--- config.mk ---
export PLATFORM = sky130hd
export DESIGN_NAME = ldf_core
export DESIGN_NICKNAME = d
export VERILOG_FILES = /design/src/core/ldf_pkg.sv /design/src/core/ldf_core.sv
export SDC_FILE = /design/constraint.sdc
export NUM_CORES = 1
export LEC_CHECK = 0
export BUFFER_PORTS_ARGS = -buffer_cell sky130_fd_sc_hd__buf_2
export CORE_AREA = 3 3 122 124
export CTS_CLUSTER_DIAMETER = 80
export DETAILED_ROUTE_END_ITERATION = 10
export DIE_AREA = 0 0 125 127
export PLACE_DENSITY = 0.66
export SLEW_MARGIN = 20
export SYNTH_ARGS = -nofsm -noshare
export SYNTH_HDL_FRONTEND = slang
export SYNTH_SLANG_ARGS = --single-unit
export TNS_END_PERCENT = 30
--- constraint.sdc ---
create_clock -name i_sys_clk -period 7.1 [get_ports i_sys_clk]
set_clock_uncertainty 0.15 [all_clocks]
set_input_delay 0.355 -clock i_sys_clk [delete_from_list [all_inputs] [get_ports i_sys_clk]]
set_output_delay 0.355 -clock i_sys_clk [all_outputs]
set_load 0.03 [all_outputs]
--- src/core/ldf_pkg.sv ---
package ldf_pkg;
    // system clock
    localparam int unsigned CLK_PERIOD_NS   = 40;
    // over-current hold window, least time rounds up
    localparam int unsigned OC_HOLD_NS      = 50000;
    localparam int unsigned OC_HOLD_CYC     = (OC_HOLD_NS + CLK_PERIOD_NS - 1) / CLK_PERIOD_NS;
    localparam int unsigned OC_HOLD_W       = 11;
    // counts in drive periods
    localparam int unsigned STARTUP_FULL    = 32768;
    localparam int unsigned FAULT_CLR_FIRST = 32768;
    localparam int unsigned FAULT_CLR_EVERY = 65536;
    localparam int unsigned FAULT_FULL      = 256;
    // last count of the oscillator half-period in PWM and sync modes; there a half-period lasts HALF_MAX + 1 system clocks
    localparam logic [7:0]  HALF_MAX        = 8'hFF;
    // positions in the synchronised input vector
    localparam int unsigned IDX_DIM  = 0;
    localparam int unsigned IDX_ITG  = 1;
    localparam int unsigned IDX_MIN  = 2;
    localparam int unsigned IDX_REC  = 3;
    localparam int unsigned IDX_OC   = 4;
    localparam int unsigned IDX_SC   = 5;
    localparam int unsigned IDX_UV   = 6;
    localparam int unsigned IDX_POS  = 7;
    localparam int unsigned IDX_L17  = 8;
    localparam int unsigned IDX_L32  = 9;
    localparam int unsigned IDX_L43  = 10;
    localparam int unsigned IDX_COMP = 11;
    localparam int unsigned SYNC_W   = 19;
    localparam logic [SYNC_W-1:0] SYNC_RST = 19'h00000;

    typedef enum logic [1:0] {LDF_MODE_RES, LDF_MODE_PWM, LDF_MODE_SYNC} ldf_mode_e;
    typedef enum logic {LDF_SEQ_SOFT, LDF_SEQ_RUN} ldf_seq_e;
endpackage

--- src/core/ldf_core.sv ---
`timescale 1ns/10ps
// Overview of operation
// - burst dimming follows the dimming comparator output against its fixed level
// - integrator charge source on only while internal dimming signal is active
// - integrator discharge, proportional to sensed current, runs during brightness compensation
// - integrator held discharged while power-on reset is asserted
// - after soft start, LED current on only while integrator is above threshold
// - the two primary drives are complementary, half a period apart
// - resonant mode: full duty, frequency set by error amplifier level
// - PWM mode: fixed frequency, duty set by error amplifier level
// - sync mode: first drives N gate on positive, second P gate on negative
// - sync mode: leading-edge pulses ending at sync zero crossing
// - auxiliary drive leading-edge in resonant and sync, trailing-edge in PWM
// - after reset, integrator detached from dimming and charged by soft-start source
// - at threshold, soft start stops and comparator gates all three drives
// - sense below minimum at start-up count end declares failure, fault low
// - open-LED detection masked until start-up count expires
// - a present fault is counted; full count confirms it and drives fault low
// - fault counter ticks per drive period, cleared first and then periodically
// - sense above recovery level clears the fault counter unless over-current is present or still held
// - sense above over-current level is counted as a fault
// - sense above the short-circuit level is a short circuit
// - short circuit shuts the drives at once and raises fault without counting
// - mode chosen from the enable input voltage band
// - over-current held for a window; counter cleared if absent at its end
// - reset clears counters and fault latch and holds drives inactive
module ldf_core #(
    parameter int unsigned STARTUP_CNT = ldf_pkg::STARTUP_FULL,
    parameter int unsigned CLR_FIRST   = ldf_pkg::FAULT_CLR_FIRST,
    parameter int unsigned CLR_EVERY   = ldf_pkg::FAULT_CLR_EVERY
) (
    input  wire logic       i_sys_clk,
    input  wire logic       i_arst_n,
    input  wire logic       i_dim_above,
    input  wire logic       i_integ_above,
    input  wire logic       i_current_sense_input_above_min,
    input  wire logic       i_current_sense_input_above_rec,
    input  wire logic       i_current_sense_input_above_oc,
    input  wire logic       i_current_sense_input_above_sc,
    input  wire logic       i_sync_uv_low,
    input  wire logic       i_sync_positive,
    input  wire logic       i_en_above_l1,
    input  wire logic       i_en_above_l2,
    input  wire logic       i_en_above_l3,
    input  wire logic [7:0] i_comp_level,
    output logic            o_primary_drive_first,
    output logic            o_primary_drive_second,
    output logic            o_aux_drive,
    output logic            o_fault_n,
    output logic            o_integ_reset,
    output logic            o_softstart_en,
    output logic            o_integ_dim_connect,
    output logic            o_integ_charge_en,
    output logic            o_integ_discharge_en
);
    localparam int unsigned SU_W  = $clog2(STARTUP_CNT) + 1;
    localparam int unsigned SCH_W = $clog2(CLR_EVERY) + 1;

    // refuse counts the counters cannot hold
    if (STARTUP_CNT < 2 || CLR_FIRST < 2 || CLR_EVERY < 2 || CLR_FIRST > CLR_EVERY) begin : g_bad_param
        $error("ldf_core: counts must be at least 2");
    end

    ////////////////////////////////////////////////////////////////////////////
    // reset release and input synchronisers
    logic [1:0]                 rst_pipe_r;
    logic                       rst_n;
    logic [ldf_pkg::SYNC_W-1:0] sync1_r;
    logic [ldf_pkg::SYNC_W-1:0] sync2_r;

    // reset asserts at once but releases through two flops
    always_ff @(posedge i_sys_clk or negedge i_arst_n) begin
        if (!i_arst_n) rst_pipe_r <= 2'h0;
        else           rst_pipe_r <= {rst_pipe_r[0], 1'b1};
    end
    assign rst_n = rst_pipe_r[1];

    // comparator outputs are asynchronous; comp level is slow so bitwise sync is tolerable
    always_ff @(posedge i_sys_clk or negedge rst_n) begin
        if (!rst_n) begin
            sync1_r <= ldf_pkg::SYNC_RST;
            sync2_r <= ldf_pkg::SYNC_RST;
        end else begin
            sync1_r <= {i_comp_level, i_en_above_l3, i_en_above_l2, i_en_above_l1, i_sync_positive,
                        i_sync_uv_low, i_current_sense_input_above_sc, i_current_sense_input_above_oc, i_current_sense_input_above_rec,
                        i_current_sense_input_above_min, i_integ_above, i_dim_above};
            sync2_r <= sync1_r;
        end
    end

    logic       dim_s, integ_s, min_s, rec_s, oc_s, sc_s, uv_s, pos_s;
    logic [7:0] comp_s;
    assign dim_s  = sync2_r[ldf_pkg::IDX_DIM];
    assign integ_s = sync2_r[ldf_pkg::IDX_ITG];
    assign min_s  = sync2_r[ldf_pkg::IDX_MIN];
    assign rec_s  = sync2_r[ldf_pkg::IDX_REC];
    assign oc_s   = sync2_r[ldf_pkg::IDX_OC];
    assign sc_s   = sync2_r[ldf_pkg::IDX_SC];
    assign uv_s   = sync2_r[ldf_pkg::IDX_UV];
    assign pos_s  = sync2_r[ldf_pkg::IDX_POS];
    assign comp_s = sync2_r[ldf_pkg::IDX_COMP +: 8];

    ////////////////////////////////////////////////////////////////////////////
    // mode and start-up sequence
    ldf_pkg::ldf_mode_e mode_r;
    ldf_pkg::ldf_seq_e  seq_r;
    logic               fault_r;
    logic               leds_on;

    always_ff @(posedge i_sys_clk or negedge rst_n) begin
        if (!rst_n)                              mode_r <= ldf_pkg::LDF_MODE_RES;
        else if (sync2_r[ldf_pkg::IDX_L43])      mode_r <= ldf_pkg::LDF_MODE_SYNC;
        else if (sync2_r[ldf_pkg::IDX_L32])      mode_r <= ldf_pkg::LDF_MODE_PWM;
        else if (sync2_r[ldf_pkg::IDX_L17])      mode_r <= ldf_pkg::LDF_MODE_RES;
    end

    // hand over once integrator reaches threshold
    always_ff @(posedge i_sys_clk or negedge rst_n) begin
        if (!rst_n)                                   seq_r <= ldf_pkg::LDF_SEQ_SOFT;
        else if (seq_r == ldf_pkg::LDF_SEQ_SOFT && integ_s) seq_r <= ldf_pkg::LDF_SEQ_RUN;
    end

    // comparator gates the LEDs; fault or short kills them at once
    assign leds_on = (seq_r == ldf_pkg::LDF_SEQ_RUN) && integ_s && !fault_r && !sc_s;

    // integrator held at zero in reset, soft-start source, compensation
    always_ff @(posedge i_sys_clk or negedge rst_n) begin
        if (!rst_n) begin
            o_integ_reset        <= 1'b1;
            o_softstart_en       <= 1'b0;
            o_integ_dim_connect  <= 1'b0;
            o_integ_charge_en    <= 1'b0;
            o_integ_discharge_en <= 1'b0;
        end else begin
            o_integ_reset        <= 1'b0;
            o_softstart_en       <= (seq_r == ldf_pkg::LDF_SEQ_SOFT);
            o_integ_dim_connect  <= (seq_r == ldf_pkg::LDF_SEQ_RUN);
            o_integ_charge_en    <= (seq_r == ldf_pkg::LDF_SEQ_RUN) && dim_s;
            o_integ_discharge_en <= (seq_r == ldf_pkg::LDF_SEQ_RUN);
        end
    end

    ////////////////////////////////////////////////////////////////////////////
    // oscillator and sync measurement
    logic [7:0] half_len, hcnt_r;
    logic       phase_r, half_end, per_tick, pos_d_r, sync_edge;
    logic [8:0] scnt_r, slen_r;

    // resonant mode shortens the half-period as the error amplifier rises
    assign half_len = (mode_r == ldf_pkg::LDF_MODE_RES) ? (ldf_pkg::HALF_MAX - {1'b0, comp_s[7:1]})
                                                         : ldf_pkg::HALF_MAX;
    assign half_end = (hcnt_r >= half_len);
    assign per_tick = half_end && phase_r;
    assign sync_edge = (pos_s != pos_d_r);

    always_ff @(posedge i_sys_clk or negedge rst_n) begin
        if (!rst_n) begin
            hcnt_r  <= 8'h00;
            phase_r <= 1'b0;
        end else if (half_end) begin
            hcnt_r  <= 8'h00;
            phase_r <= ~phase_r;
        end else begin
            hcnt_r  <= hcnt_r + 8'h01;
        end
    end

    // half-cycle length of the sync signal, kept to place the pulse before the crossing
    always_ff @(posedge i_sys_clk or negedge rst_n) begin
        if (!rst_n) begin
            pos_d_r <= 1'b0;
            scnt_r  <= 9'h000;
            slen_r  <= 9'h1FF;
        end else begin
            pos_d_r <= pos_s;
            if (sync_edge) begin
                scnt_r <= 9'h000;
                slen_r <= scnt_r;
            end else if (scnt_r != 9'h1FF) begin
                scnt_r <= scnt_r + 9'h001;
            end
        end
    end

    ////////////////////////////////////////////////////////////////////////////
    // drive formation
    logic a_nxt, b_nxt, c_nxt, sync_win;
    // window opens comp counts before the expected crossing; pulse ends at the crossing
    assign sync_win = !sync_edge && (({1'b0, scnt_r} + {2'h0, comp_s}) >= {1'b0, slen_r});

    always_comb begin
        a_nxt = 1'b0;
        b_nxt = 1'b0;
        c_nxt = 1'b0;
        unique case (mode_r)
            ldf_pkg::LDF_MODE_RES: begin
                a_nxt = !phase_r;
                b_nxt = phase_r;
                // leading edge aux, comp clocks wide like the trailing one
                c_nxt = ({1'b0, hcnt_r} + {1'b0, comp_s}) > {1'b0, half_len};
            end
            ldf_pkg::LDF_MODE_PWM: begin
                // duty from comp at fixed period
                a_nxt = !phase_r && (hcnt_r < comp_s);
                b_nxt = phase_r && (hcnt_r < comp_s);
                c_nxt = (hcnt_r < comp_s);
            end
            ldf_pkg::LDF_MODE_SYNC: begin
                // N gate on positive half, P gate on negative half
                a_nxt = pos_s && sync_win;
                b_nxt = !pos_s && sync_win;
                c_nxt = ({1'b0, hcnt_r} + {1'b0, comp_s}) > {1'b0, half_len};
            end
            default: a_nxt = 1'b0;
        endcase
    end

    // all three drives gated; P gate idles high in sync mode
    always_ff @(posedge i_sys_clk or negedge rst_n) begin
        if (!rst_n) begin
            o_primary_drive_first  <= 1'b0;
            o_primary_drive_second <= 1'b0;
            o_aux_drive            <= 1'b0;
        end else begin
            o_primary_drive_first  <= leds_on && a_nxt;
            o_primary_drive_second <= (mode_r == ldf_pkg::LDF_MODE_SYNC) ? !(leds_on && b_nxt)
                                                                          : (leds_on && b_nxt);
            o_aux_drive            <= leds_on && c_nxt;
        end
    end

    ////////////////////////////////////////////////////////////////////////////
    // start-up timer, over-current hold, fault counter
    logic [SU_W-1:0]               su_r;
    logic [SCH_W-1:0]              sch_r;
    logic                          first_done_r, su_done, su_fail, clr_sched, oc_act, oc_expire;
    logic [ldf_pkg::OC_HOLD_W-1:0] oc_r;
    logic [8:0]                    fcnt_r;
    logic                          fault_cond, fcnt_clr, fault_nxt;

    assign su_done   = (su_r == SU_W'(STARTUP_CNT));
    // failure judged on the tick that completes the count
    assign su_fail   = per_tick && (su_r == SU_W'(STARTUP_CNT - 1)) && !min_s;
    assign clr_sched = per_tick && (first_done_r ? (sch_r == SCH_W'(CLR_EVERY - 1))
                                                 : (sch_r == SCH_W'(CLR_FIRST - 1)));
    assign oc_act    = oc_s || (oc_r != '0);
    assign oc_expire = (oc_r == ldf_pkg::OC_HOLD_W'(1)) && !oc_s;
    // open LED masked until start-up expiry, over-current counted
    assign fault_cond = (su_done && leds_on && !min_s) || oc_act || uv_s;
    // recovery level or an ended hold clears counting
    assign fcnt_clr  = clr_sched || (rec_s && !oc_act) || oc_expire;
    // fault set only, never cleared before reset
    assign fault_nxt = fault_r || sc_s || su_fail || (fcnt_r == 9'(ldf_pkg::FAULT_FULL));

    // start-up timer counts drive periods then stops
    always_ff @(posedge i_sys_clk or negedge rst_n) begin
        if (!rst_n)                   su_r <= '0;
        else if (per_tick && !su_done) su_r <= su_r + SU_W'(1);
    end

    // first clear after the short interval, then at the long interval
    always_ff @(posedge i_sys_clk or negedge rst_n) begin
        if (!rst_n) begin
            sch_r        <= '0;
            first_done_r <= 1'b0;
        end else if (clr_sched) begin
            sch_r        <= '0;
            first_done_r <= 1'b1;
        end else if (per_tick) begin
            sch_r        <= sch_r + SCH_W'(1);
        end
    end

    // retriggered hold of the over-current status, reloaded each cycle it is present
    always_ff @(posedge i_sys_clk or negedge rst_n) begin
        if (!rst_n)          oc_r <= '0;
        else if (oc_s)       oc_r <= ldf_pkg::OC_HOLD_W'(ldf_pkg::OC_HOLD_CYC);
        else if (oc_r != '0) oc_r <= oc_r - ldf_pkg::OC_HOLD_W'(1);
    end

    // count per drive period while a fault is present
    always_ff @(posedge i_sys_clk or negedge rst_n) begin
        if (!rst_n)                          fcnt_r <= 9'h000;
        else if (fcnt_r == 9'(ldf_pkg::FAULT_FULL)) fcnt_r <= fcnt_r;
        else if (fcnt_clr)                   fcnt_r <= 9'h000;
        else if (per_tick && fault_cond)     fcnt_r <= fcnt_r + 9'h001;
    end

    // fault latch, cleared only by reset
    always_ff @(posedge i_sys_clk or negedge rst_n) begin
        if (!rst_n) begin
            fault_r   <= 1'b0;
            o_fault_n <= 1'b1;
        end else begin
            fault_r   <= fault_nxt;
            o_fault_n <= !fault_nxt;
        end
    end

    ////////////////////////////////////////////////////////////////////////////
    // checks
    a_charge_dim: assert property (@(posedge i_sys_clk) disable iff (!rst_n)
        (seq_r == ldf_pkg::LDF_SEQ_RUN && dim_s) |=> o_integ_charge_en)
        else $error("charge source not following dimming");
    a_discharge_run: assert property (@(posedge i_sys_clk) disable iff (!rst_n)
        $rose(seq_r == ldf_pkg::LDF_SEQ_RUN) |=> o_integ_discharge_en && !o_softstart_en)
        else $error("discharge not enabled at hand-over");
    a_hand_over: assert property (@(posedge i_sys_clk) disable iff (!rst_n)
        (seq_r == ldf_pkg::LDF_SEQ_SOFT && integ_s) |=> ##1 (o_integ_dim_connect && !o_softstart_en))
        else $error("soft start did not hand over");
    a_gate_off: assert property (@(posedge i_sys_clk) disable iff (!rst_n)
        !leds_on |=> (!o_primary_drive_first && !o_aux_drive))
        else $error("drive active while gated off");
    a_no_overlap: assert property (@(posedge i_sys_clk) disable iff (!rst_n)
        (mode_r != ldf_pkg::LDF_MODE_SYNC && $past(mode_r) != ldf_pkg::LDF_MODE_SYNC)
        |-> !(o_primary_drive_first && o_primary_drive_second))
        else $error("primary drives overlap");
    a_pwm_period: assert property (@(posedge i_sys_clk) disable iff (!rst_n)
        (mode_r == ldf_pkg::LDF_MODE_PWM && $past(mode_r) == ldf_pkg::LDF_MODE_PWM && $fell(phase_r))
        |-> $past(hcnt_r) == ldf_pkg::HALF_MAX)
        else $error("pwm half-period not fixed");
    a_sc_fault: assert property (@(posedge i_sys_clk) disable iff (!rst_n)
        sc_s |=> (!o_fault_n && !o_primary_drive_first && !o_aux_drive))
        else $error("short circuit not acted on at once");
    a_fault_hold: assert property (@(posedge i_sys_clk) disable iff (!rst_n)
        !o_fault_n |=> !o_fault_n [*2])
        else $error("fault output released");
    a_count_full: assert property (@(posedge i_sys_clk) disable iff (!rst_n)
        (fcnt_r == 9'(ldf_pkg::FAULT_FULL - 1) && per_tick && fault_cond && !fcnt_clr) |=> ##1 !o_fault_n)
        else $error("full count not confirmed");
endmodule

# Yosys cells after proc, flatten, opt, wreduce, memory -nomap -nowiden
# Index checks and enable logic that the tools add are counted.
[word_totals]
register_bits = 134
in_bits = 21
wordCells = 119
[classes]
n_addsub = 9
n_lt_le_gt_ge = 4
eq_ne = 10
n_mux = 18
bitwise_logic = 3
n_reduce_logical = 51
[op_table]
columns = ["op", "count"]
rows = [
  ["9-bit two-way mux", 4],
  ["17-bit two-way mux", 2],
  ["1-bit logical AND", 23],
  ["11-bit two-way mux", 2],
  ["9-bit by 1-bit adder with 9-bit output, second input constant", 2],
  ["17-bit by 1-bit adder with 17-bit output, second input constant", 1],
  ["17-bit by 15-bit equality test with 1-bit output, second input constant", 1],
  ["17-bit by 16-bit equality test with 1-bit output, second input constant", 1],
  ["16-bit by 1-bit adder with 16-bit output, second input constant", 1],
  ["16-bit by 15-bit equality test with 1-bit output, second input constant", 1],
  ["16-bit equality test, second input constant", 1],
  ["8-bit two-way mux", 2],
  ["11-bit by 1-bit equality test with 1-bit output, second input constant", 1],
  ["1-bit zero test", 11],
  ["11-bit nonzero test", 1],
  ["11-bit by 1-bit subtractor with 11-bit output, second input constant", 1],
  ["9-bit by 8-bit adder with 10-bit output", 1],
  ["10-bit by 9-bit greater-or-equal comparator with 1-bit output", 1],
  ["8-bit by 8-bit adder with 9-bit output", 1],
  ["9-bit equality test, second input constant", 1],
  ["9-bit by 8-bit greater-than comparator with 1-bit output", 1],
  ["9-bit != test, second input constant", 1],
  ["8-bit by 1-bit adder with 8-bit output, second input constant", 1],
  ["8-bit greater-or-equal comparator", 1],
  ["other kinds (16)", 32],
]

# Longest topological paths before layout
# Gate-level depths: netlist (run 1).
[logic_depth]
ltp_word = 10
ltp_mapped = 15
mapped_depth_nobuf = 15

# Worst setup path before layout (run 1)
# OpenSTA, ideal clock, no wires.
[synth_path]
kind = "reg-to-reg"
startpoint = "register scnt_r[0]"
endpoint = "register o_primary_drive_second"
setup_ns = 0.131
arrival_time_ns = 3.164
required_ns = 6.819
slack_ns = 3.655
stages_incl_launch_ff = 14
synth_period_minus_slack_ns = 3.445
path_cell_list = "dfrtp_1 > ha_1 > fa_1 > a21o_1 > a21oi_1 > nand2b_1 > a21boi_0 > o41a_1 > xor2_1 > ha_1 > o21ai_0 > o311a_1 > a2111oi_0 > o21bai_1"
[synth_between]
elab_chain_cells = 8
[synth_lines]
columns = ["item", "line_no", "source"]
rows = [
  ["start, declared", "ldf_core.sv:147", "logic [8:0] scnt_r, slen_r;"],
  ["start signal, assigned", "ldf_core.sv:180", "scnt_r <= scnt_r + 9'h001;"],
  ["9-bit by 8-bit adder with 10-bit output *", "ldf_core.sv:189", "assign sync_win = !sync_edge && (({1'b0, scnt_r} + {2'h0, comp_s}) >= {1'b0, slen_r});"],
  ["10-bit by 9-bit greater-or-equal comparator with 1-bit output *", "ldf_core.sv:189", ""],
  ["1-bit logical AND *", "ldf_core.sv:189", ""],
  ["1-bit logical AND *", "ldf_core.sv:211", "b_nxt = !pos_s && sync_win;"],
  ["1-bit one-hot mux with 3 select lines *", "ldf_core.sv:195", "unique case (mode_r)"],
  ["1-bit logical AND *", "ldf_core.sv:226, ldf_core.sv:227", ""],
  ["1-bit zero test", "ldf_core.sv:226", "o_primary_drive_second <= (mode_r == ldf_pkg::LDF_MODE_SYNC) ? !(leds_on && b_nxt)"],
  ["1-bit two-way mux *", "ldf_core.sv:226", ""],
  ["end signal, assigned", "ldf_core.sv:226", ""],
  ["end, declared", "ldf_core.sv:47", "output logic o_primary_drive_second,"],
]
# Mark *: on every way between the ends. The rest lies on a longest branch, timed or not.
# A chain may end at the register's enable or synchronous reset.

# Final worst setup path (run 1)
# Ends and elaborated chain as after synthesis.

==> results.sh, run 1 <==
export IMPL_status="finished, final reports clean"
export IMPL_arrival_ns=3.93
export IMPL_final_common_cell="dfrtp_1"
export IMPL_tns_ns=0
export IMPL_path_class="flip-flop to flip-flop"
export IMPL_final_cell_mix="dfrtp_1 (122), nor2_1 (64), ha_1 (57)"
export IMPL_crit_start="scnt_r[0]$_DFFE_PN0P_"
export IMPL_n_antenna_cell=0
export IMPL_fillCellCount=1178
export IMPL_dp_hpwl_mm=9.64
export IMPL_period_share=0.533
export IMPL_clock_latency_ns=0.43
export IMPL_power_leakage_uw=0.00358
export IMPL_core_area_mm2=0.0139
export IMPL_ir_drop_uv=193
export IMPL_cts_buffers=17
export IMPL_r2r_cells=13
export IMPL_rsz0062_at_grt="no"
export IMPL_yosysSeqAreaShare=0.491
export IMPL_max_cap_viol_count=0
export IMPL_cp_required_ns=7.24
export IMPL_cts_htree_levels=4
export IMPL_root_buffer="clkbuf_16"
export IMPL_power_density_mw_per_mm2=226
export IMPL_clock_sinks=134
export IMPL_area_growth_pct=15.9
export IMPL_synth_flop_cell="dfrtp_1"
export IMPL_track_usage=0.186
export IMPL_die_area_mm2=0.0159
export IMPL_remaining_drc_errors=0
export IMPL_worstPathMaxFanout=5
export IMPL_pre_cts_ws_ns=3.33
export IMPL_wirelength_mm=13.7
export IMPL_grt_start_max_net_pins=79
export IMPL_grt_pass1_vias=5053
export IMPL_netlist_area_mm2=0.00686
export IMPL_drt_antenna_violating_nets=0
export IMPL_yosysUniqueCellTypes=63
export IMPL_grt_pass1_wl_mm=24.0
export IMPL_path_clk_slew_ns=0.06
export IMPL_async_flop_share=1.00
export IMPL_hold_viol_final=0
export IMPL_synth_nets=739
export IMPL_layout_drive_gt1_share=0.119
export IMPL_ys_warn_count=0
export IMPL_ys_ff_latch=134
export IMPL_fmax_mhz=264
export IMPL_die_w_um=125
export IMPL_syn_inst=659
export IMPL_portBuffers=29
export IMPL_rows=43
export IMPL_via_per_inst=5.44
export IMPL_initial_core_util=0.494
export IMPL_clock_path_buffers=2
export IMPL_wl_per_cell_um=15.0
export IMPL_io_pins=30
export IMPL_finalCriticalPeriod_ns=3.78
export IMPL_setup_slack_ns=3.32
export IMPL_antenna_found_initial=0
export IMPL_drt_pass1_iter_count=4
export IMPL_reg2reg_setup_slack_ns=3.32
export IMPL_worst_slew_margin_rel=0.372
export IMPL_post_cts_setup_buffer_count=0
export IMPL_gp_congestion=0.827
export IMPL_overflow=0
export IMPL_cts_tree="built"
export IMPL_setup_violations_final=0
export IMPL_start_kind="flip-flop"
export IMPL_critPathCaptureType="flip-flop"
export IMPL_min_path_type="input pin to asynchronous set/reset pin"
export IMPL_final_max_slew_viol_count=0
export IMPL_fin_nets=797
export IMPL_postCtsHoldBufs=20
export IMPL_synth_edf_count=0
export IMPL_avgSynthCellArea_um2=10.4
export IMPL_rr_startpoint="scnt_r[0]$_DFFE_PN0P_"
export IMPL_vias=4952
export IMPL_worst_pin_slew_ns=0.942
export IMPL_worstReg2RegEnd="o_primary_drive_second$_DFF_PN0_"
export IMPL_cts_resized=0
export IMPL_die_h_um=127
export IMPL_initialDrtViolationCount=275
metrics by stage:
stage / total power, µW / util / hold WS [ns] / cells / area [µm²]
5_1_grt: 1870 / 0.573 / 0.0912 / 910 / 7950
6_report: 1790 / 0.573 / 0.0899 / 910 / 7950
3_5_place_dp: 965 / 0.518 / -0.00669 / 858 / 7190
4_1_cts: 1820 / 0.573 / 0.0712 / 910 / 7950
2_1_floorplan: 922 / - / -0.0906 / 659 / 6860
3_3_place_gp: 957 / 0.518 / -0.00977 / 858 / 7190
cell type report:
class                           instances  area [µm²]  area share
Sequential cell                       134        3370       0.424
Tap cell                              180         225      0.0283
Clock inverter                         11         100      0.0126
Multi-Input combinational cell        469        3270       0.411
Inverter                               44         165      0.0208
Timing Repair Buffer                   51         360      0.0453
Clock buffer                           21         460      0.0579
cells in the mapped netlist (all sizes together), types with 6 or more instances:
cell type,instances,share of area
a21oi,28,0.020
nand2b,15,0.014
o31ai,6,0.0066
and3,9,0.0082
nand3,25,0.018
or3,8,0.0080
o21ai,35,0.026
clkbuf,9,0.0049
dfrtp,123,0.45
or4,6,0.0066
inv,44,0.024
nor3,13,0.0095
nor2,64,0.035
xnor2,23,0.029
o21a,6,0.0066
nor2b,6,0.0055
xor2,30,0.038
o41ai,6,0.0077
dfstp,11,0.042
ha,57,0.10
nand4,17,0.016
nand2,44,0.024
layer usage:
metal | wire, µm | global-route usage | share of wire
met3 | 455 | 0.0426 | 0.033
met4 | 285 | 0.0772 | 0.021
met5 | 0 | 0 | 0
met2 | 6770 | 0.310 | 0.49
met1 | 6180 | 0.236 | 0.45
where the power goes:
| part | switching [µW] | internal, µW |
|---|---|---|
| registers | 25.9 | 791 |
| clock network | 335 | 499 |
| logic | 78.6 | 65.2 |
| total | 439 | 1360 |
worst max path at each step:
stage                                       end  slack [ns]
2_1_floorplan                 fault_r$_DFF_PN0_        2.96
3_3_place_gp   o_primary_drive_second$_DFF_PN0_        3.49
3_5_place_dp   o_primary_drive_second$_DFF_PN0_        3.33
4_1_cts        o_primary_drive_second$_DFF_PN0_        3.33
5_1_grt        o_primary_drive_second$_DFF_PN0_        3.11
6_report       o_primary_drive_second$_DFF_PN0_        3.32
state kept, by name (all words and copies together), names as in the netlist, 2 cells and up:
signal / count
su_r: 16
rst_pipe_r: 2
fcnt_r: 9
slen_r: 9
sync2_r: 19
oc_r: 11
sch_r: 17
hcnt_r: 8
scnt_r: 9
mode_r: 2
sync1_r: 19
worst max-delay path: stages (launching register included):
cell       delay, ns
dfrtp_1         0.43
ha_1            0.23
fa_1            0.42
a21o_1          0.18
a21oi_1         0.21
nand2b_1        0.13
a21boi_0        0.11
o41a_1          0.35
xor2_1          0.16
ha_1            0.28
o21ai_0         0.10
o311a_1         0.36
a2111oi_0       0.43
o21bai_1        0.12
cell families after synthesis:
family,count (synthesis),share of synthesized area
adder cells (fa/ha/maj),59,0.110
buffers and inverters,56,0.0325
AO/OA/AOI/OAI,114,0.106
AND/OR/NAND/NOR,237,0.186
flip-flops,134,0.491
other,2,0.00110
multiplexers,4,0.00620
XOR/XNOR,53,0.0677
No activity file was read; power rests on OpenSTA's default activity.
==> run 2, diff against run 1 <==
--- a/config.mk
+++ b/config.mk
@@ -10,7 +10,7 @@
 export CTS_CLUSTER_DIAMETER = 80
 export DETAILED_ROUTE_END_ITERATION = 10
 export DIE_AREA = 0 0 125 127
-export PLACE_DENSITY = 0.66
+export PLACE_DENSITY = 0.68
 export SLEW_MARGIN = 20
 export SYNTH_ARGS = -nofsm -noshare
 export SYNTH_HDL_FRONTEND = slang
==> constraint.sdc (replaced) <==
create_clock -name i_sys_clk -period 3.4 [get_ports i_sys_clk]
set_clock_uncertainty 0.15 [all_clocks]
set_input_delay 0.17 -clock i_sys_clk [delete_from_list [all_inputs] [get_ports i_sys_clk]]
set_output_delay 0.17 -clock i_sys_clk [all_outputs]
set_load 0.03 [all_outputs]
==> results.sh, run 2 (synthesized netlist as in run 1, its figures left out) <==
export IMPL_status="finished, final reports clean"
export IMPL_finalCriticalPeriod_ns=3.31
export IMPL_io_pins=30
export IMPL_vias=5022
export IMPL_drt_antenna_violating_nets=0
export IMPL_via_per_inst=5.42
export IMPL_layout_drive_gt1_share=0.157
export IMPL_power_density_mw_per_mm2=488
export IMPL_fin_hold_ws_ns=0.176
export IMPL_wirelength_mm=14.0
export IMPL_finalCoreUtilization=0.594
export IMPL_dp_hpwl_mm=9.75
export IMPL_worst_pin_slew_ns=0.587
export IMPL_cts_buffers=17
export IMPL_largestRegisters="sync1_r x19, sync2_r x19, sch_r x17"
export IMPL_max_stage_delay_ns=0.38
export IMPL_overflow=0
export IMPL_max_cap_viol_count=0
export IMPL_worst_slew_margin_rel=0.608
export IMPL_core_area_mm2=0.0139
export IMPL_cts_tree="built"
export IMPL_gp_congestion=0.866
export IMPL_portBuffers=29
export IMPL_initialDrtViolationCount=266
export IMPL_area_growth_pct=20.3
export IMPL_final_common_cell="dfrtp_1"
export IMPL_fin_nets=814
export IMPL_die_area_mm2=0.0159
export IMPL_path_class="flip-flop to flip-flop"
export IMPL_clock_path_buffers=2
export IMPL_cp_required_ns=3.54
export IMPL_clock_latency_ns=0.41
export IMPL_total_power_uw=4030
export IMPL_track_usage=0.188
export IMPL_path_cells="ha_2, fa_2, a21o_1, a21oi_2, nand2b_1, a21boi_1, o41a_1, xor2_1, ha_1, o21ai_2, o311a_1, a2111oi_2, o21bai_1"
export IMPL_crit_slowest_cell="dfrtp_1"
export IMPL_final_cell_mix="dfrtp_1 (122), nor2_1 (63), ha_1 (54)"
export IMPL_rsz0062_at_grt="yes"
export IMPL_tns_ns=0
export IMPL_ir_drop_uv=340
export IMPL_n_antenna_cell=0
export IMPL_grt_pass1_wl_mm=24.4
export IMPL_die_w_um=125
export IMPL_hold_viol_final=0
export IMPL_min_path_type="flip-flop to asynchronous set/reset pin"
export IMPL_drt_pass1_iter_count=5
export IMPL_fmax_mhz=302
export IMPL_critPathCaptureType="flip-flop"
export IMPL_wl_per_cell_um=15.1
export IMPL_period_share=0.974
export IMPL_grt_pass1_vias=5315
export IMPL_path_clk_slew_ns=0.06
export IMPL_worstPathMaxFanout=2
export IMPL_die_h_um=127
export IMPL_clock_sinks=134
export IMPL_cts_htree_levels=4
export IMPL_start_kind="flip-flop"
export IMPL_initial_core_util=0.494
export IMPL_arrival_ns=3.45
export IMPL_final_max_slew_viol_count=0
export IMPL_root_buffer="clkbuf_16"
export IMPL_rows=43
export IMPL_setup_violations_final=0
export IMPL_remaining_drc_errors=0
export IMPL_antenna_found_initial=0
export IMPL_power_leakage_uw=0.00373
export IMPL_grt_start_max_net_pins=90
## run 2: cell types whose count changed in the layout (fill, tap and decap cells not counted), moves of 3 or more
cell        change
buf_4          +15
bufinv_16       +3
a21oi_2         +3
ha_1            -3
clkinvlp_4      -4
a21oi_1         -3
## run 2: area by class of cell
class	count	area [µm²]
clock buffer	22	474
clock inverter	10	168
fill	1156	5630
inverter	44	165
multi-input combinational	469	3340
sequential	134	3370
tap	180	225
timing repair buffer	68	503
## run 2: worst paths after layout
| path | from | end | slack (ns) | cells past startpoint |
|---|---|---|---|---|
| min reg2reg | rst_pipe_r[1]$_DFF_PN0_ | oc_r[6]$_DFFE_PN0P_ | 0.18 | 0 |
| max in group asynchronous | rst_pipe_r[1]$_DFF_PN0_ | slen_r[4]$_DFFE_PN1N_ | 2.04 | 1 |
| min in group i_sys_clk | sync1_r[1]$_DFF_PN0_ | sync2_r[1]$_DFF_PN0_ | 0.20 | 0 |
| min | rst_pipe_r[1]$_DFF_PN0_ | oc_r[6]$_DFFE_PN0P_ | 0.18 | 0 |
| max | sync2_r[11]$_DFF_PN0_ | o_primary_drive_second$_DFF_PN0_ | 0.09 | 13 |
| max reg2reg | sync2_r[11]$_DFF_PN0_ | o_primary_drive_second$_DFF_PN0_ | 0.09 | 13 |
## run 2: critical path: cells and delay by family (launching register included)
| family | cells | cell delay [ns] |
|---|---|---|
| compound gates | 8 | 1.53 |
| flops | 1 | 0.38 |
| fa+ha+maj | 3 | 0.86 |
| xor+xnor | 1 | 0.15 |
| simple gates | 1 | 0.12 |
## run 2: through the flow
stage               std cells  instance area [µm²]  setup WS, ns
CTS                       927                 8190      -0.00617
global placement          872                 7310        -0.117
floorplan                 659                 6860       -0.0449
finish                    927                 8250        0.0882
detailed placement        872                 7310        -0.244
global route              927                 8250       -0.0417
## run 2: per-layer routing
metal / share of wire / track usage / up-vias
met5: 0 / 0 / -
met4: 0.025 / 0.0689 / 0
met3: 0.026 / 0.0493 / 21
met2: 0.52 / 0.328 / 72
met1: 0.43 / 0.225 / 2464
li1: - / - / 2465
## run 2: power breakdown
group / total, µW / internal [µW] / switching, µW
clock network: 1980 / 1290 / 684
registers: 1690 / 1650 / 42.9
logic: 358 / 167 / 192
total: 4030 / 3110 / 919
## run 2: repair_timing
item	in CTS	in global routing
setup endpoints to repair	2	3
hold buffers	21	0
cloned	0	0
setup buffers	2	0
pin swaps	3	6
resized for setup	7	11
endpoints found under the hold margin	21	0
==> run 3, diff against run 2 <==
--- a/config.mk
+++ b/config.mk
@@ -5,12 +5,12 @@
 export SDC_FILE = /design/constraint.sdc
 export NUM_CORES = 1
 export LEC_CHECK = 0
-export BUFFER_PORTS_ARGS = -buffer_cell sky130_fd_sc_hd__buf_2
 export CORE_AREA = 3 3 122 124
 export CTS_CLUSTER_DIAMETER = 80
 export DETAILED_ROUTE_END_ITERATION = 10
 export DIE_AREA = 0 0 125 127
-export PLACE_DENSITY = 0.68
+export DONT_BUFFER_PORTS = 1
+export PLACE_DENSITY = 0.66
 export SLEW_MARGIN = 20
 export SYNTH_ARGS = -nofsm -noshare
 export SYNTH_HDL_FRONTEND = slang
==> results.sh, run 3 (synthesized netlist as in run 1, its figures left out) <==
export IMPL_min_path_type="flip-flop to asynchronous set/reset pin"
export IMPL_largestRegisters="sync1_r x19, sync2_r x19, sch_r x17"
export IMPL_p_comb_frac=0.089
export IMPL_grt_pass1_vias=4984
export IMPL_portBuffers=0
export IMPL_n_antenna_cell=0
export IMPL_path_buf_inv=1
export IMPL_grt_pass1_wl_mm=23.3
export IMPL_clock_path_buffers=2
export IMPL_setup_violations_final=0
export IMPL_p_sw_uw=941
export IMPL_wl_per_cell_um=15.2
export IMPL_final_common_cell="dfrtp_1"
export IMPL_fin_nets=789
export IMPL_vias=4928
export IMPL_fin_cells=902
export IMPL_clock_sinks=134
export IMPL_final_max_slew_viol_count=0
export IMPL_die_area_mm2=0.0159
export IMPL_max_cap_viol_count=0
export IMPL_power_density_mw_per_mm2=474
export IMPL_clock_latency_ns=0.42
export IMPL_max_stage_delay_ns=0.41
export IMPL_path_clk_slew_ns=0.06
export IMPL_rows=43
export IMPL_dp_cells=841
export IMPL_hold_viol_final=0
export IMPL_worst_pin_slew_ns=0.559
export IMPL_crit_slowest_cell="dfrtp_1"
export IMPL_cts_tree="built"
export IMPL_via_per_inst=5.46
export IMPL_setup_slack_ns=0.0748
export IMPL_rsz0062_at_grt="yes"
export IMPL_reg2reg_setup_slack_ns=0.07
export IMPL_drt_antenna_violating_nets=0
export IMPL_dp_hpwl_mm=9.71
export IMPL_remaining_drc_errors=0
export IMPL_layout_drive_gt1_share=0.139
export IMPL_status="finished, final reports clean"
export IMPL_path_cells="buf_4, fa_2, a21o_1, a21oi_2, nand2b_4, a21boi_2, o41a_1, xor2_1, ha_1, o21ai_2, o311a_1, a2111oi_4, o21bai_1"
export IMPL_seqCellArea_mm2=0.00337
export IMPL_critPathCaptureType="flip-flop"
export IMPL_pre_cts_ws_ns=-0.237
export IMPL_ir_drop_uv=447
export IMPL_start_kind="flip-flop"
export IMPL_p_int_uw=2920
export IMPL_cts_buffers=17
export IMPL_period_share=0.978
export IMPL_pwr_share_seq=0.441
export IMPL_initialDrtViolationCount=328
export IMPL_antenna_found_initial=0
export IMPL_cts_htree_levels=4
export IMPL_cp_required_ns=3.56
export IMPL_worst_slew_margin_rel=0.624
export IMPL_crit_family="compound AO/OA/AOI/OAI gates"
export IMPL_fillCellCount=1144
export IMPL_rr_startpoint="sync2_r[12]$_DFF_PN0_"
export IMPL_final_cell_mix="dfrtp_1 (120), nor2_1 (63), ha_1 (53)"
export IMPL_die_w_um=125
export IMPL_power_leakage_uw=0.00362
export IMPL_fmax_mhz=301
export IMPL_area_growth_pct=18.6
export IMPL_total_power_uw=3860
export IMPL_finalCriticalPeriod_ns=3.33
export IMPL_drt_pass1_iter_count=4
export IMPL_die_h_um=127
export IMPL_gp_congestion=0.853
export IMPL_crit_start="sync2_r[12]$_DFF_PN0_"
export IMPL_grt_start_max_net_pins=74
export IMPL_path_class="flip-flop to flip-flop"
export IMPL_core_area_mm2=0.0139
export IMPL_track_usage=0.182
export IMPL_worstPathMaxFanout=3
export IMPL_initial_core_util=0.494
export IMPL_root_buffer="clkbuf_16"
export IMPL_wirelength_mm=13.7
export IMPL_overflow=0
export IMPL_clock_power_share=0.470
export IMPL_multi_input_area_mm2=0.00339
export IMPL_switching_share=0.244
export IMPL_endpoint="o_primary_drive_second$_DFF_PN0_"
export IMPL_r2r_cells=13
export IMPL_crit_cells=13
export IMPL_worstReg2RegEnd="o_primary_drive_second$_DFF_PN0_"
export IMPL_io_pins=30
export IMPL_arrival_ns=3.49
-- run 3: final cells by class --
class / count / share of cell area
timing repair buffer: 43 / 0.0477
clock inverter: 14 / 0.0183
multi-input combinational: 469 / 0.417
clock buffer: 18 / 0.0540
inverter: 44 / 0.0203
tap: 180 / 0.0277
sequential: 134 / 0.415
-- run 3: metal layers --
| metal | global-route usage | share of wire | vias up | wire, µm |
|---|---|---|---|---|
| li1 | - | - | 2427 | - |
| met1 | 0.225 | 0.44 | 2420 | 6040 |
| met2 | 0.311 | 0.51 | 68 | 7040 |
| met3 | 0.0468 | 0.028 | 13 | 381 |
| met4 | 0.0657 | 0.016 | 0 | 215 |
| met5 | 0 | 0 | - | 0 |
-- run 3: worst min path at each step --
stage	start	end	slack (ns)
floorplan	i_arst_n	rst_pipe_r[0]$_DFF_PN0_	-0.28
global placement	i_arst_n	rst_pipe_r[0]$_DFF_PN0_	-0.28
detailed placement	i_arst_n	rst_pipe_r[0]$_DFF_PN0_	-0.28
CTS	rst_pipe_r[1]$_DFF_PN0_	sync1_r[3]$_DFF_PN0_	0.12
global route	i_comp_level[7]	sync1_r[18]$_DFF_PN0_	0.14
finish	rst_pipe_r[1]$_DFF_PN0_	sync2_r[3]$_DFF_PN0_	0.10
-- run 3: power groups by stage --
stage	clock network [µW]	registers (µW)	logic, µW
after global placement	0	1730	283
after CTS	1860	1700	325
final	1810	1700	343
after global routing	1930	1710	387
after detailed placement	0	1730	295
after floorplan	0	1730	192
-- run 3: repair_timing --
item                                    in CTS  in global routing
pin swaps                                    2                 13
endpoints found under the hold margin       21                  0
resized for setup                            9                 17
cloned                                       0                  0
hold buffers                                21                  0
buffers inserted                             0                  8
endpoints found under the setup margin       2                  7
-- run 3: stage by stage --
stage / TNS [ns] / area, µm² / utilization / hold WS [ns]
floorplan: -0.0449 / 6860 / - / -0.276
global placement: -0.123 / 7150 / 0.515 / -0.276
detailed placement: -0.295 / 7150 / 0.515 / -0.276
CTS: 0 / 7980 / 0.575 / 0.123
global route: -0.189 / 8130 / 0.586 / 0.144
finish: 0 / 8130 / 0.586 / 0.104
